### config.mk
export PLATFORM = sky130hd
export DESIGN_NAME = fan_pwm_acoustic_ramp_limiter
export DESIGN_NICKNAME = d
export VERILOG_FILES = /design/src/pkg/fan_slew_pkg.sv /design/src/core/duty_slew_unit.sv /design/src/core/fan_pwm_acoustic_ramp_limiter.sv
export VERILOG_INCLUDE_DIRS = /design/src /design/src/pkg
export SDC_FILE = /design/constraint.sdc
export NUM_CORES = 1
export LEC_CHECK = 0
export BUFFER_PORTS_ARGS = -buffer_cell sky130_fd_sc_hd__buf_4
export CAP_MARGIN = 25
export CORE_ASPECT_RATIO = 0.9
export CORE_MARGIN = 8
export CORE_UTILIZATION = 40
export CTS_BUF_LIST = sky130_fd_sc_hd__clkbuf_4
export DETAILED_ROUTE_END_ITERATION = 16
export GPL_TIMING_DRIVEN = 0
export PLACE_DENSITY = 0.7
export SYNTH_ARGS = -nofsm -noshare
export SYNTH_HDL_FRONTEND = slang
export SYNTH_HIERARCHICAL = 1
export SYNTH_SLANG_ARGS = --single-unit
### constraint.sdc
create_clock -name i_clk -period 9.7 [get_ports i_clk]
set_input_delay 1.94 -clock i_clk [delete_from_list [all_inputs] [get_ports i_clk]]
set_output_delay 1.94 -clock i_clk [all_outputs]
set_load 0.1 [all_outputs]
### src/pkg/fan_slew_defines.svh
// constants for the fan duty slew limiter
// Behaviour
// - dynamic control bits 5:2 enable alarm copy
// - alarm with bit set copies remote temperature
// - alarm with bit clear leaves operating point
// - slew off: new duty applied at once
// - slew on: duty change per update capped
// - first acoustic register enables outputs one, two
// - second acoustic register enables outputs three, four
// - each output has independent slew enable
// - period has 255 slots; duty counts high slots
// - one slot is smallest duty step
// - target above previous: raise by selected step
// - target below previous: lower by selected step
// - stepped result becomes next previous value
// - bits 4:2 select step, outputs one, three
// - bits 7:5 select step, outputs two, four
// - slow bit makes ramp four times slower
`ifndef FAN_SLEW_DEFINES_SVH
`define FAN_SLEW_DEFINES_SVH
`define ADDR_DYN_MIN_CTL 8'h0B
`define ADDR_ACOUSTIC_ONE 8'h1A
`define ADDR_ACOUSTIC_TWO 8'h1B
`define ADDR_PWM_CFG1 8'h21
`define ADDR_PWM_CFG2 8'h22
`define ADDR_PWM_CFG3 8'h23
`define ADDR_PWM_CFG4 8'h24
`define ADDR_OP_POINT1 8'h40
`define ADDR_OP_POINT2 8'h41
`define ADDR_OP_POINT3 8'h42
`define ADDR_OP_POINT4 8'h43
`define REG_RESET 8'h00
`define ALARM_COPY_LSB 2
`define SLEW_EN_LO_BIT 0
`define SLEW_EN_HI_BIT 1
`define STEP_LO_MSB 4
`define STEP_LO_LSB 2
`define STEP_HI_MSB 7
`define STEP_HI_LSB 5
`define SLOW_BIT 3
`define SLOW_DIV_LAST 2'h3
`define LAST_SLOT 8'hFE
`define STEP_C0 8'h01
`define STEP_C1 8'h02
`define STEP_C2 8'h03
`define STEP_C3 8'h05
`define STEP_C4 8'h08
`define STEP_C5 8'h0C
`define STEP_C6 8'h18
`define STEP_C7 8'h30
`endif

### src/pkg/fan_slew_pkg.sv
// types shared by the fan duty slew limiter
package fan_slew_pkg;
   typedef logic [7:0] duty_t;
   typedef logic [7:0] reg_t;
   typedef logic [2:0] step_code_t;
   typedef logic [1:0] slow_cnt_t;
endpackage

### src/core/duty_slew_unit.sv
// one output's duty slew limiter
`timescale 1ns/1ns
`include "fan_slew_defines.svh"
module duty_slew_unit
(
   // clock and reset
   input wire logic i_clk,
   input wire logic i_sys_rst,
   // control
   input wire logic i_update,
   input wire logic i_enable,
   input wire logic i_slow,
   input wire fan_slew_pkg::step_code_t i_step_code,
   input wire fan_slew_pkg::duty_t i_target,
   // result
   output fan_slew_pkg::duty_t o_duty
);
   import fan_slew_pkg::*;

   function automatic duty_t step_size(input step_code_t code);
      case (code)
         3'h0: step_size = `STEP_C0;
         3'h1: step_size = `STEP_C1;
         3'h2: step_size = `STEP_C2;
         3'h3: step_size = `STEP_C3;
         3'h4: step_size = `STEP_C4;
         3'h5: step_size = `STEP_C5;
         3'h6: step_size = `STEP_C6;
         default: step_size = `STEP_C7;
      endcase
   endfunction

   duty_t duty_r;
   duty_t duty_nxt;
   slow_cnt_t slow_r;
   slow_cnt_t slow_nxt;
   duty_t step;

   ////////////////////////////////////////////////////////////////////////////
   always_comb
   begin
      duty_nxt = duty_r;
      slow_nxt = slow_r;
      step = step_size(i_step_code);
      if (i_update)
      begin
         if (!i_enable)
         begin
            duty_nxt = i_target;
            slow_nxt = 2'h0;
         end
         else if (i_slow && (slow_r != `SLOW_DIV_LAST))
         begin
            slow_nxt = slow_r + 2'h1;
         end
         else
         begin
            slow_nxt = 2'h0;
            if (i_target > duty_r)
            begin
               if ((i_target - duty_r) < step)
                  duty_nxt = i_target;
               else
                  duty_nxt = duty_r + step;
            end
            else if (i_target < duty_r)
            begin
               if ((duty_r - i_target) < step)
                  duty_nxt = i_target;
               else
                  duty_nxt = duty_r - step;
            end
            else
               duty_nxt = duty_r;
         end
      end
   end

   always_ff @(posedge i_clk or posedge i_sys_rst)
   begin
      if (i_sys_rst)
      begin
         duty_r <= `REG_RESET;
         slow_r <= 2'h0;
      end
      else
      begin
         duty_r <= duty_nxt;
         slow_r <= slow_nxt;
      end
   end

   assign o_duty = duty_r;
endmodule // duty_slew_unit

### src/core/fan_pwm_acoustic_ramp_limiter.sv
// fan duty slew limiter, pwm pins and alarm capture of operating point
`timescale 1ns/1ns
`include "fan_slew_defines.svh"
module fan_pwm_acoustic_ramp_limiter
(
   // clock and reset
   input wire logic i_clk,
   input wire logic i_sys_rst,
   // register port
   input wire logic i_reg_wr,
   input wire logic i_reg_rd,
   input wire fan_slew_pkg::reg_t i_reg_addr,
   input wire fan_slew_pkg::reg_t i_reg_wdata,
   output fan_slew_pkg::reg_t o_reg_rdata,
   // calculated targets
   input wire logic i_target_valid,
   input wire fan_slew_pkg::duty_t i_target_duty1,
   input wire fan_slew_pkg::duty_t i_target_duty2,
   input wire fan_slew_pkg::duty_t i_target_duty3,
   input wire fan_slew_pkg::duty_t i_target_duty4,
   // remote temperatures and alarm
   input wire fan_slew_pkg::reg_t i_remote_temp1,
   input wire fan_slew_pkg::reg_t i_remote_temp2,
   input wire fan_slew_pkg::reg_t i_remote_temp3,
   input wire fan_slew_pkg::reg_t i_remote_temp4,
   input wire logic i_thermal_alarm_input_n,
   // operating points
   output fan_slew_pkg::reg_t o_op_point1,
   output fan_slew_pkg::reg_t o_op_point2,
   output fan_slew_pkg::reg_t o_op_point3,
   output fan_slew_pkg::reg_t o_op_point4,
   // applied duties and fan pins
   output fan_slew_pkg::duty_t o_duty1,
   output fan_slew_pkg::duty_t o_duty2,
   output fan_slew_pkg::duty_t o_duty3,
   output fan_slew_pkg::duty_t o_duty4,
   output logic o_fan_drive_out1,
   output logic o_fan_drive_out2,
   output logic o_fan_drive_out3,
   output logic o_fan_drive_out4
);
   import fan_slew_pkg::*;

   reg_t dyn_ctl_r;
   reg_t dyn_ctl_nxt;
   reg_t acoustic_enhance_one_r;
   reg_t acoustic_enhance_one_nxt;
   reg_t acoustic_enhance_two_r;
   reg_t acoustic_enhance_two_nxt;
   reg_t pwm_cfg_r [4];
   reg_t pwm_cfg_nxt [4];
   reg_t op_point_r [4];
   reg_t op_point_nxt [4];
   reg_t rdata_r;
   reg_t rdata_nxt;
   logic alarm_n_r;
   logic alarm_hit;
   duty_t slot_r;
   duty_t slot_nxt;
   logic [3:0] drive_r;
   logic [3:0] drive_nxt;
   duty_t target [4];
   reg_t remote [4];
   duty_t duty [4];
   logic [3:0] slew_en;
   step_code_t step_code [4];

   function automatic logic addr_is(input reg_t a, input reg_t b);
      addr_is = (a == b);
   endfunction

   ////////////////////////////////////////////////////////////////////////////
   // register writes and alarm capture
   assign alarm_hit = alarm_n_r && !i_thermal_alarm_input_n;
   assign remote[0] = i_remote_temp1;
   assign remote[1] = i_remote_temp2;
   assign remote[2] = i_remote_temp3;
   assign remote[3] = i_remote_temp4;

   always_comb
   begin
      dyn_ctl_nxt = dyn_ctl_r;
      acoustic_enhance_one_nxt = acoustic_enhance_one_r;
      acoustic_enhance_two_nxt = acoustic_enhance_two_r;
      for (int k = 0; k < 4; k++)
      begin
         pwm_cfg_nxt[k] = pwm_cfg_r[k];
         op_point_nxt[k] = op_point_r[k];
      end
      if (i_reg_wr)
      begin
         if (addr_is(i_reg_addr, `ADDR_DYN_MIN_CTL))
            dyn_ctl_nxt = i_reg_wdata;
         else if (addr_is(i_reg_addr, `ADDR_ACOUSTIC_ONE))
            acoustic_enhance_one_nxt = i_reg_wdata;
         else if (addr_is(i_reg_addr, `ADDR_ACOUSTIC_TWO))
            acoustic_enhance_two_nxt = i_reg_wdata;
         else if (addr_is(i_reg_addr, `ADDR_PWM_CFG1))
            pwm_cfg_nxt[0] = i_reg_wdata;
         else if (addr_is(i_reg_addr, `ADDR_PWM_CFG2))
            pwm_cfg_nxt[1] = i_reg_wdata;
         else if (addr_is(i_reg_addr, `ADDR_PWM_CFG3))
            pwm_cfg_nxt[2] = i_reg_wdata;
         else if (addr_is(i_reg_addr, `ADDR_PWM_CFG4))
            pwm_cfg_nxt[3] = i_reg_wdata;
         else if (addr_is(i_reg_addr, `ADDR_OP_POINT1))
            op_point_nxt[0] = i_reg_wdata;
         else if (addr_is(i_reg_addr, `ADDR_OP_POINT2))
            op_point_nxt[1] = i_reg_wdata;
         else if (addr_is(i_reg_addr, `ADDR_OP_POINT3))
            op_point_nxt[2] = i_reg_wdata;
         else if (addr_is(i_reg_addr, `ADDR_OP_POINT4))
            op_point_nxt[3] = i_reg_wdata;
      end
      // hardware capture wins over a software write in the same cycle
      for (int k = 0; k < 4; k++)
      begin
         if (alarm_hit && dyn_ctl_r[`ALARM_COPY_LSB + k])
            op_point_nxt[k] = remote[k];
      end
   end

   ////////////////////////////////////////////////////////////////////////////
   // register reads
   always_comb
   begin
      rdata_nxt = rdata_r;
      if (i_reg_rd)
      begin
         if (addr_is(i_reg_addr, `ADDR_DYN_MIN_CTL))
            rdata_nxt = dyn_ctl_r;
         else if (addr_is(i_reg_addr, `ADDR_ACOUSTIC_ONE))
            rdata_nxt = acoustic_enhance_one_r;
         else if (addr_is(i_reg_addr, `ADDR_ACOUSTIC_TWO))
            rdata_nxt = acoustic_enhance_two_r;
         else if (addr_is(i_reg_addr, `ADDR_PWM_CFG1))
            rdata_nxt = pwm_cfg_r[0];
         else if (addr_is(i_reg_addr, `ADDR_PWM_CFG2))
            rdata_nxt = pwm_cfg_r[1];
         else if (addr_is(i_reg_addr, `ADDR_PWM_CFG3))
            rdata_nxt = pwm_cfg_r[2];
         else if (addr_is(i_reg_addr, `ADDR_PWM_CFG4))
            rdata_nxt = pwm_cfg_r[3];
         else if (addr_is(i_reg_addr, `ADDR_OP_POINT1))
            rdata_nxt = op_point_r[0];
         else if (addr_is(i_reg_addr, `ADDR_OP_POINT2))
            rdata_nxt = op_point_r[1];
         else if (addr_is(i_reg_addr, `ADDR_OP_POINT3))
            rdata_nxt = op_point_r[2];
         else if (addr_is(i_reg_addr, `ADDR_OP_POINT4))
            rdata_nxt = op_point_r[3];
         else
            rdata_nxt = `REG_RESET;
      end
   end

   always_ff @(posedge i_clk or posedge i_sys_rst)
   begin
      if (i_sys_rst)
      begin
         dyn_ctl_r <= `REG_RESET;
         acoustic_enhance_one_r <= `REG_RESET;
         acoustic_enhance_two_r <= `REG_RESET;
         for (int k = 0; k < 4; k++)
         begin
            pwm_cfg_r[k] <= `REG_RESET;
            op_point_r[k] <= `REG_RESET;
         end
         rdata_r <= `REG_RESET;
         alarm_n_r <= 1'b1;
      end
      else
      begin
         dyn_ctl_r <= dyn_ctl_nxt;
         acoustic_enhance_one_r <= acoustic_enhance_one_nxt;
         acoustic_enhance_two_r <= acoustic_enhance_two_nxt;
         for (int k = 0; k < 4; k++)
         begin
            pwm_cfg_r[k] <= pwm_cfg_nxt[k];
            op_point_r[k] <= op_point_nxt[k];
         end
         rdata_r <= rdata_nxt;
         alarm_n_r <= i_thermal_alarm_input_n;
      end
   end

   ////////////////////////////////////////////////////////////////////////////
   // per-output slew limiters
   assign slew_en[0] = acoustic_enhance_one_r[`SLEW_EN_LO_BIT];
   assign slew_en[1] = acoustic_enhance_one_r[`SLEW_EN_HI_BIT];
   assign slew_en[2] = acoustic_enhance_two_r[`SLEW_EN_LO_BIT];
   assign slew_en[3] = acoustic_enhance_two_r[`SLEW_EN_HI_BIT];
   assign step_code[0] = acoustic_enhance_one_r[`STEP_LO_MSB:`STEP_LO_LSB];
   assign step_code[1] = acoustic_enhance_one_r[`STEP_HI_MSB:`STEP_HI_LSB];
   assign step_code[2] = acoustic_enhance_two_r[`STEP_LO_MSB:`STEP_LO_LSB];
   assign step_code[3] = acoustic_enhance_two_r[`STEP_HI_MSB:`STEP_HI_LSB];
   assign target[0] = i_target_duty1;
   assign target[1] = i_target_duty2;
   assign target[2] = i_target_duty3;
   assign target[3] = i_target_duty4;

   for (genvar g = 0; g < 4; g++)
   begin : g_slew
      duty_slew_unit u_slew
      (
         .i_clk(i_clk),
         .i_sys_rst(i_sys_rst),
         .i_update(i_target_valid),
         .i_enable(slew_en[g]),
         .i_slow(pwm_cfg_r[g][`SLOW_BIT]),
         .i_step_code(step_code[g]),
         .i_target(target[g]),
         .o_duty(duty[g])
      );
   end

   ////////////////////////////////////////////////////////////////////////////
   // 255-slot pwm period
   always_comb
   begin
      slot_nxt = (slot_r == `LAST_SLOT) ? 8'h00 : slot_r + 8'h01;
      for (int k = 0; k < 4; k++)
         drive_nxt[k] = (slot_r < duty[k]);
   end

   always_ff @(posedge i_clk or posedge i_sys_rst)
   begin
      if (i_sys_rst)
      begin
         slot_r <= 8'h00;
         drive_r <= 4'h0;
      end
      else
      begin
         slot_r <= slot_nxt;
         drive_r <= drive_nxt;
      end
   end

   assign o_reg_rdata = rdata_r;
   assign o_op_point1 = op_point_r[0];
   assign o_op_point2 = op_point_r[1];
   assign o_op_point3 = op_point_r[2];
   assign o_op_point4 = op_point_r[3];
   assign o_duty1 = duty[0];
   assign o_duty2 = duty[1];
   assign o_duty3 = duty[2];
   assign o_duty4 = duty[3];
   assign o_fan_drive_out1 = drive_r[0];
   assign o_fan_drive_out2 = drive_r[1];
   assign o_fan_drive_out3 = drive_r[2];
   assign o_fan_drive_out4 = drive_r[3];
endmodule // fan_pwm_acoustic_ramp_limiter

==> results of run 1 <==
## logic make-up after synthesis
family / after synthesis
buf+inv: 234
xor+xnor: 81
mux: 117
fa+ha+maj: 194
compound gates: 470
flops: 149
simple gates: 500
## per-layer routing
| metal | up-vias | wire length, um | global-route usage |
|---|---|---|---|
| li1 | 6626 | - | - |
| met1 | 6563 | 21200 | 0.281 |
| met2 | 489 | 20400 | 0.313 |
| met3 | 78 | 3270 | 0.0444 |
| met4 | 2 | 1110 | 0.0583 |
| met5 | - | 61 | 0.0103 |
## worst max path at each step
stage | start | depth (start not counted) | to | slack, ns
6_report | i_target_duty2[0] | 18 | g_slew[1].u_slew/o_duty[4] | 4.80
5_1_grt | i_target_duty4[2] | 17 | g_slew[3].u_slew/o_duty[1] | 4.58
4_1_cts | i_target_duty2[0] | 18 | g_slew[1].u_slew/o_duty[4] | 4.87
3_5_place_dp | i_target_duty2[0] | 18 | g_slew[1].u_slew/o_duty[4] | 4.23
3_3_place_gp | i_sys_rst | 2 | o_op_point1[0] | 3.47
2_1_floorplan | i_target_duty1[2] | 17 | g_slew[0].u_slew/o_duty[3] | 4.69
## power by group
part	total, mW	internal, mW	switching [mW]
clock	0.423	0.163	0.260
sequential	0.787	0.689	0.0988
combinational	1.45	0.464	0.987
## cell usage after synthesis, types with 10 or more instances
library cell,number
nor2b_1,22
o22ai_1,17
a211oi_1,16
clkbuf_1,27
o21ai_0,58
and2_1,10
nand2_1,104
inv_1,166
a21oi_1,143
buf_2,17
a32oi_1,10
nor3_1,40
ha_1,182
o221ai_1,14
nand2b_1,30
o21a_1,14
nand3_1,34
and3_1,12
nor2_1,161
o211ai_1,16
xnor2_1,45
o21ai_1,20
o21bai_1,13
mux2_2,65
fa_1,12
nand4_1,13
mux2i_1,51
buf_4,13
a31oi_1,18
xor2_1,31
dfrtp_1,148
a21o_1,24
## final cells by class
| cell class | instances | share of cell area |
|---|---|---|
| inverters | 168 | 0.0368 |
| diodes | 2 | 0.000291 |
| plain buffers | 66 | 0.0220 |
| multi-input cells | 1362 | 0.602 |
| repair buffers | 158 | 0.0702 |
| well taps | 483 | 0.0351 |
| clock inverters | 13 | 0.00866 |
| flip-flops and latches | 149 | 0.217 |
| clock buffers | 19 | 0.00830 |
## metrics by stage
stage	setup WS [ns]	util	hold slack, ns	instances
detailed placement	4.23	0.454	0.479	2386
global route	4.58	0.462	0.526	2420
global placement	3.47	0.453	0.469	2385
CTS	4.87	0.462	0.502	2418
floorplan	4.69	-	0.454	1745
finish	4.80	0.462	0.501	2420
## sequential cells by signal, indices dropped and copies added, names as in the netlist, 4 cells and up
signal and count:
o_op_point4 8, o_op_point3 8, g_slew.u_slew/slow_r 8, o_op_point2 8, g_slew.u_slew/o_duty 32, dyn_ctl_r 8, slot_r 8, pwm_cfg_r 32
acoustic_enhance_two_r 8, acoustic_enhance_one_r 8, o_reg_rdata 8, o_op_point1 8, drive_r 4
## cells in the final DEF (no fill, tap or decap), types with 8 or more instances in the layout
cell	count
o22ai_1	17
mux2_2	65
a211oi_1	16
a21oi_1	143
o21a_1	14
a31oi_1	18
o211ai_1	16
a32oi_1	10
dfrtp_1	148
o21ai_1	20
o21ai_0	58
nor2_1	161
nand2b_1	30
buf_6	8
nand3b_1	9
inv_1	165
nand3_1	34
o221ai_1	14
nor3_1	40
fa_1	12
xnor2_1	45
nor2b_1	22
nand2_1	104
a21o_1	24
clkbuf_1	27
ha_1	182
o31ai_1	8
o21bai_1	13
xor2_1	31
clkbuf_4	19
buf_4	170
mux2i_1	51
and3_1	12
nand4_1	13
and2_1	10
buf_2	17
==> flow_metrics.env, run 1 <==
export IMPL_synthXorXnorAreaFrac=0.0495
export IMPL_groute_usage_overall=0.203
export IMPL_hold_start="slot_r[0]"
export IMPL_synth_fp_nets=2025
export IMPL_synth_cells=1745
export IMPL_tns_ns=0
export IMPL_drive_above_1_share=0.189
export IMPL_post_route_min_period_ns=4.90
export IMPL_routedWlPerCell_um=19.0
export IMPL_gp_congestion=0.928
export IMPL_synth_top_family_by_area="compound AO/OA/AOI/OAI gates"
export IMPL_h_tree_depth=4
export IMPL_gr_total_overflow=0
export IMPL_synth_simple_area_share=0.174
export IMPL_critPathSlowestCell="fa_1"
export IMPL_regArea_um2=3730
export IMPL_worst_setup_path_end_kind="flip-flop"
export IMPL_synth_largest_area_cell="dfrtp_1"
export IMPL_p_leak_nw=8.28
export IMPL_cp_common_cell="nor2_1"
export IMPL_initial_core_util=0.405
export IMPL_synthFlopType="dfrtp_1"
export IMPL_totalPowerFinal_mw=2.66
export IMPL_core_um2=37200
export IMPL_setup_viol_count_final=0
export IMPL_reg2reg_depth=15
export IMPL_die_w_um=221
export IMPL_drt_iter0_drc=1011
export IMPL_max_slew_margin_rel=0.433
export IMPL_synthMuxAreaShare=0.0831
export IMPL_hold_violations=0
export IMPL_fin_nets=2202
export IMPL_viasPerCell=5.69
export IMPL_holdPathEnd="slot_r[0]"
export IMPL_drv_cap=0
export IMPL_synth_top_cell_area_share=0.246
export IMPL_setup_worst_path_class="input port to flip-flop"
export IMPL_fmax_mhz=204
export IMPL_synth_edf_count=0
export IMPL_placedInstanceArea_um2=16900
export IMPL_dr_pass1_iters=6
export IMPL_fin_skew_ns=0.0250
export IMPL_ff2ff_setup_slack_ns=5.63
export IMPL_grt_pass1_wl_um=72800
export IMPL_crit_arrival_ns=5.37
export IMPL_syn2layout_area_growth_pct=14.0
export IMPL_power_density_nw_per_um2=155
export IMPL_io_pins=162
export IMPL_min_delay_path_depth=1
export IMPL_synth_adder_area_share=0.167
export IMPL_synth_area_um2=15100
export IMPL_async_flop_share=1.00
export IMPL_cts_buffer_depth=2
export IMPL_multiInputGateArea_um2=10300
export IMPL_tightest_slew_ns=0.845
export IMPL_clkTransAtPathRegs_ns=0.14
export IMPL_critical_path_max_fanout=6
export IMPL_synth_area_top_cells="dfrtp_1, ha_1, mux2_2, a21oi_1, inv_1"
export IMPL_num_vias=13800
export IMPL_syn_avg_cell_area_um2=8.64
export IMPL_hold_buffers=0
export IMPL_cts_setup_buffers=0
export IMPL_path_buf_inv=3
export IMPL_die_y_um=200
export IMPL_ys_types=106
export IMPL_yosys_warnings=6
export IMPL_cts_root_buf="clkbuf_4"
export IMPL_required_ns=10.17
export IMPL_antenna_found_initial=1
export IMPL_drc=0
export IMPL_dpl_hpwl_um=36300
export IMPL_rows=67
export IMPL_clock_sinks=149
export IMPL_postLayoutCellArea_um2=17200
export IMPL_cp_start_kind="input port"
export IMPL_io_buffers=157
export IMPL_synth_seq_area_share=0.247
export IMPL_cp_top_family="compound AO/OA/AOI/OAI gates"
export IMPL_cts_tree="built"
export IMPL_numCtsBuffers=17
export IMPL_grt_max_degree=74
export IMPL_ant_nets=0
export IMPL_routed_wirelength_um=46000
export IMPL_rsz0062_at_grt="false"
export IMPL_ys_ff_latch=149
export IMPL_hold_class="flip-flop to flip-flop"
export IMPL_status="complete, no violations"
export IMPL_r2r_start="g_slew[1].u_slew/o_duty[1]"
export IMPL_path_cells="buf_4, inv_1, ha_1, inv_1, fa_1, a21oi_2, o21bai_1, nor2_1, nor2_1, ha_1, a21oi_1, nand2_1, a2111oi_4, nand3_2, o21bai_2, nor2_1, a221o_1, a221o_1"
export IMPL_timing_final_max_slew_violations=0
export IMPL_grt_pass1_vias=13500
export IMPL_worst_r2r_endpoint="g_slew[1].u_slew/o_duty[4]"
export IMPL_fill_cells=3612
export IMPL_max_stage_delay_ns=0.42
export IMPL_cts_resized=0
export IMPL_clock_latency_ns=0.58
export IMPL_worst_ir_drop_vdd_uv=243
export IMPL_finalCritPeriodShare=0.506
export IMPL_dieArea_um2=44200
export IMPL_synth_compound_area_share=0.212
Note: power is estimated with default switching activity, not from simulation.
==> run 2, diff against run 1 <==
--- a/config.mk
+++ b/config.mk
@@ -6,6 +6,7 @@
 export SDC_FILE = /design/constraint.sdc
 export NUM_CORES = 1
 export LEC_CHECK = 0
+export ABC_AREA = 1
 export BUFFER_PORTS_ARGS = -buffer_cell sky130_fd_sc_hd__buf_4
 export CAP_MARGIN = 25
 export CORE_ASPECT_RATIO = 0.9
@@ -14,7 +15,7 @@
 export CTS_BUF_LIST = sky130_fd_sc_hd__clkbuf_4
 export DETAILED_ROUTE_END_ITERATION = 16
 export GPL_TIMING_DRIVEN = 0
-export PLACE_DENSITY = 0.7
+export PLACE_DENSITY = 0.72
 export SYNTH_ARGS = -nofsm -noshare
 export SYNTH_HDL_FRONTEND = slang
 export SYNTH_HIERARCHICAL = 1
==> constraint.sdc (replaced) <==
create_clock -name i_clk -period 4.3 [get_ports i_clk]
set_input_delay 0.86 -clock i_clk [delete_from_list [all_inputs] [get_ports i_clk]]
set_output_delay 0.86 -clock i_clk [all_outputs]
set_load 0.1 [all_outputs]
==> flow_metrics.env, run 2 <==
export IMPL_status="complete, no violations"
export IMPL_synthMostInstantiatedCell="nand2_1"
export IMPL_hold_violations=0
export IMPL_gp_congestion=0.945
export IMPL_synth_edf_count=0
export IMPL_cts_setup_buffers=0
export IMPL_required_ns=4.76
export IMPL_synth_common_cells="nand2_1, inv_1, nand3_1"
export IMPL_antenna_cells=0
export IMPL_gr_total_overflow=0
export IMPL_placedInstanceArea_um2=17900
export IMPL_clock_latency_ns=0.58
export IMPL_groute_usage_overall=0.211
export IMPL_drt_iter0_drc=1368
export IMPL_synth_fp_nets=2611
export IMPL_dr_pass1_iters=9
export IMPL_grt_pass1_vias=15600
export IMPL_drv_cap=0
export IMPL_synth_cells=2331
export IMPL_die_y_um=206
export IMPL_critical_path_max_fanout=9
export IMPL_io_buffers=161
export IMPL_clkTransAtPathRegs_ns=0.16
export IMPL_clock_sinks=149
export IMPL_yosys_warnings=6
export IMPL_numCtsBuffers=17
export IMPL_cts_buffer_depth=2
export IMPL_core_um2=39500
export IMPL_tns_ns=0
export IMPL_h_tree_depth=4
export IMPL_finalCritPeriodShare=0.723
export IMPL_rows=69
export IMPL_synth_largest_area_cell="dfrtp_1"
export IMPL_hold_buffers=0
export IMPL_timing_final_max_slew_violations=0
export IMPL_dpl_hpwl_um=39700
export IMPL_fin_skew_ns=0.0319
export IMPL_final_cells=3056
export IMPL_synthFlopType="dfrtp_1"
export IMPL_num_vias=16100
export IMPL_setup_worst_path_class="flip-flop to flip-flop"
export IMPL_grt_pass1_wl_um=80700
export IMPL_dieArea_um2=46600
export IMPL_synth_top_cell_area_share=0.232
export IMPL_setup_viol_count_final=0
export IMPL_cts_resized=0
export IMPL_drive_above_1_share=0.161
export IMPL_cp_start_kind="flip-flop"
export IMPL_layout_cells_most_common="nand2_1"
export IMPL_crit_arrival_ns=3.57
export IMPL_postLayoutCellArea_um2=18200
export IMPL_syn_avg_cell_area_um2=6.85
export IMPL_hold_class="input port to asynchronous set/reset pin"
export IMPL_cts_root_buf="clkbuf_4"
export IMPL_ant_nets=0
export IMPL_initial_core_util=0.405
export IMPL_grt_max_degree=56
export IMPL_postLayoutCoreUtil=0.461
export IMPL_worst_ir_drop_vdd_uv=320
export IMPL_ys_ff_latch=149
export IMPL_fin_nets=2792
export IMPL_max_slew_margin_rel=0.505
export IMPL_fmax_mhz=322
export IMPL_viasPerCell=5.27
export IMPL_synth_seq_area_share=0.234
export IMPL_routed_wirelength_um=49300
export IMPL_rsz0062_at_grt="false"
export IMPL_post_route_min_period_ns=3.11
export IMPL_p_leak_nw=9.83
export IMPL_reg2reg_depth=15
export IMPL_async_flop_share=1.00
export IMPL_placedCellCount=3025
export IMPL_antenna_found_initial=0
export IMPL_ys_types=51
export IMPL_fill_cells=3980
export IMPL_synth_area_um2=16000
export IMPL_worst_setup_path_end_kind="flip-flop"
export IMPL_syn2layout_area_growth_pct=13.9
export IMPL_synth_area_top_cells="dfrtp_1, nand2_1, ha_1, nand3_1, inv_1"
export IMPL_mostFrequentLayoutCells="nand2_1, inv_1, nand3_1, ha_1, buf_4"
export IMPL_die_w_um=227
export IMPL_totalPowerFinal_mw=5.83
export IMPL_power_density_nw_per_um2=320
export IMPL_tightest_slew_ns=0.735
export IMPL_cts_tree="built"
export IMPL_io_pins=162
export IMPL_routedWlPerCell_um=16.1
export IMPL_drc=0
==> run 2: cell count changes in the layout (fill, tap and decap cells not counted), moves of 35 or more <==
cell and delta:
inv_1 +161, mux2_2 -65, mux2i_1 -51, nand2_1 +532, nand2_2 +35, nand3_1 +277, nor2_1 -71
==> run 2: cell type report <==
class	instances	area, um2	share of cell area
flip-flops and latches	149	3730	0.205
repair buffers	162	1240	0.0680
multi-input cells	1769	10500	0.576
well taps	532	666	0.0366
inverters	367	1390	0.0764
clock buffers	17	128	0.00702
plain buffers	46	369	0.0203
clock inverters	14	194	0.0107
==> run 2: stage by stage <==
step | hold WS (ns) | worst slack, ns
final | 0.311 | 1.19
after global routing | 0.294 | 0.875
after detailed placement | 0.472 | 0.732
after global placement | 0.465 | -0.762
after floorplan | 0.446 | 0.568
after CTS | 0.287 | 1.20
==> run 2: logic make-up (layout without fill, tap and decap cells) <==
group                    Yosys count  in the layout  synth area share
flip-flops                       149            149             0.234
AO/OA/AOI/OAI                    303            303             0.110
XOR/XNOR                          61             61            0.0335
buffers and inverters            413            606             0.110
adder cells (fa/ha/maj)          194            194             0.158
AND/OR/NAND/NOR                 1211           1211             0.355
==> run 2: per-layer routing <==
metal	routed length (um)	global-route usage
met1	22600	0.293
met2	22400	0.342
met3	3410	0.0348
met5	0	0
met4	858	0.0479
==> run 2: power breakdown <==
part / internal [mW] / total, mW / switching, mW
clock network: 0.419 / 1.03 / 0.613
registers: 1.53 / 1.72 / 0.195
logic: 0.916 / 3.07 / 2.16
==> run 2: path summary, 6_finish.rpt <==
path,startpoint,end,slack [ns]
setup reg to reg,g_slew[3].u_slew/o_duty[1],g_slew[3].u_slew/o_duty[3],1.19
setup / recovery,g_slew[3].u_slew/o_duty[1],g_slew[3].u_slew/o_duty[3],1.19
min in group i_clk,i_thermal_alarm_input_n,alarm_n_r,0.38
hold reg to reg,slot_r[0],slot_r[0],0.50
hold / removal,i_sys_rst,g_slew[1].u_slew/slow_r[1],0.31
max in group asynchronous,i_sys_rst,alarm_n_r,3.10
==> run 2: worst max-delay path, cell delays in order (launching register included) <==
cell	delay [ns]
dfrtp_1	0.68
inv_1	0.24
ha_1	0.25
a21oi_2	0.14
nand2_2	0.10
a31oi_1	0.17
xnor2_1	0.15
ha_1	0.26
a21oi_1	0.15
o21ai_1	0.12
nor2_4	0.28
nand2_4	0.12
nand2_1	0.09
nand3_1	0.07
nand3_1	0.10
a21oi_1	0.07
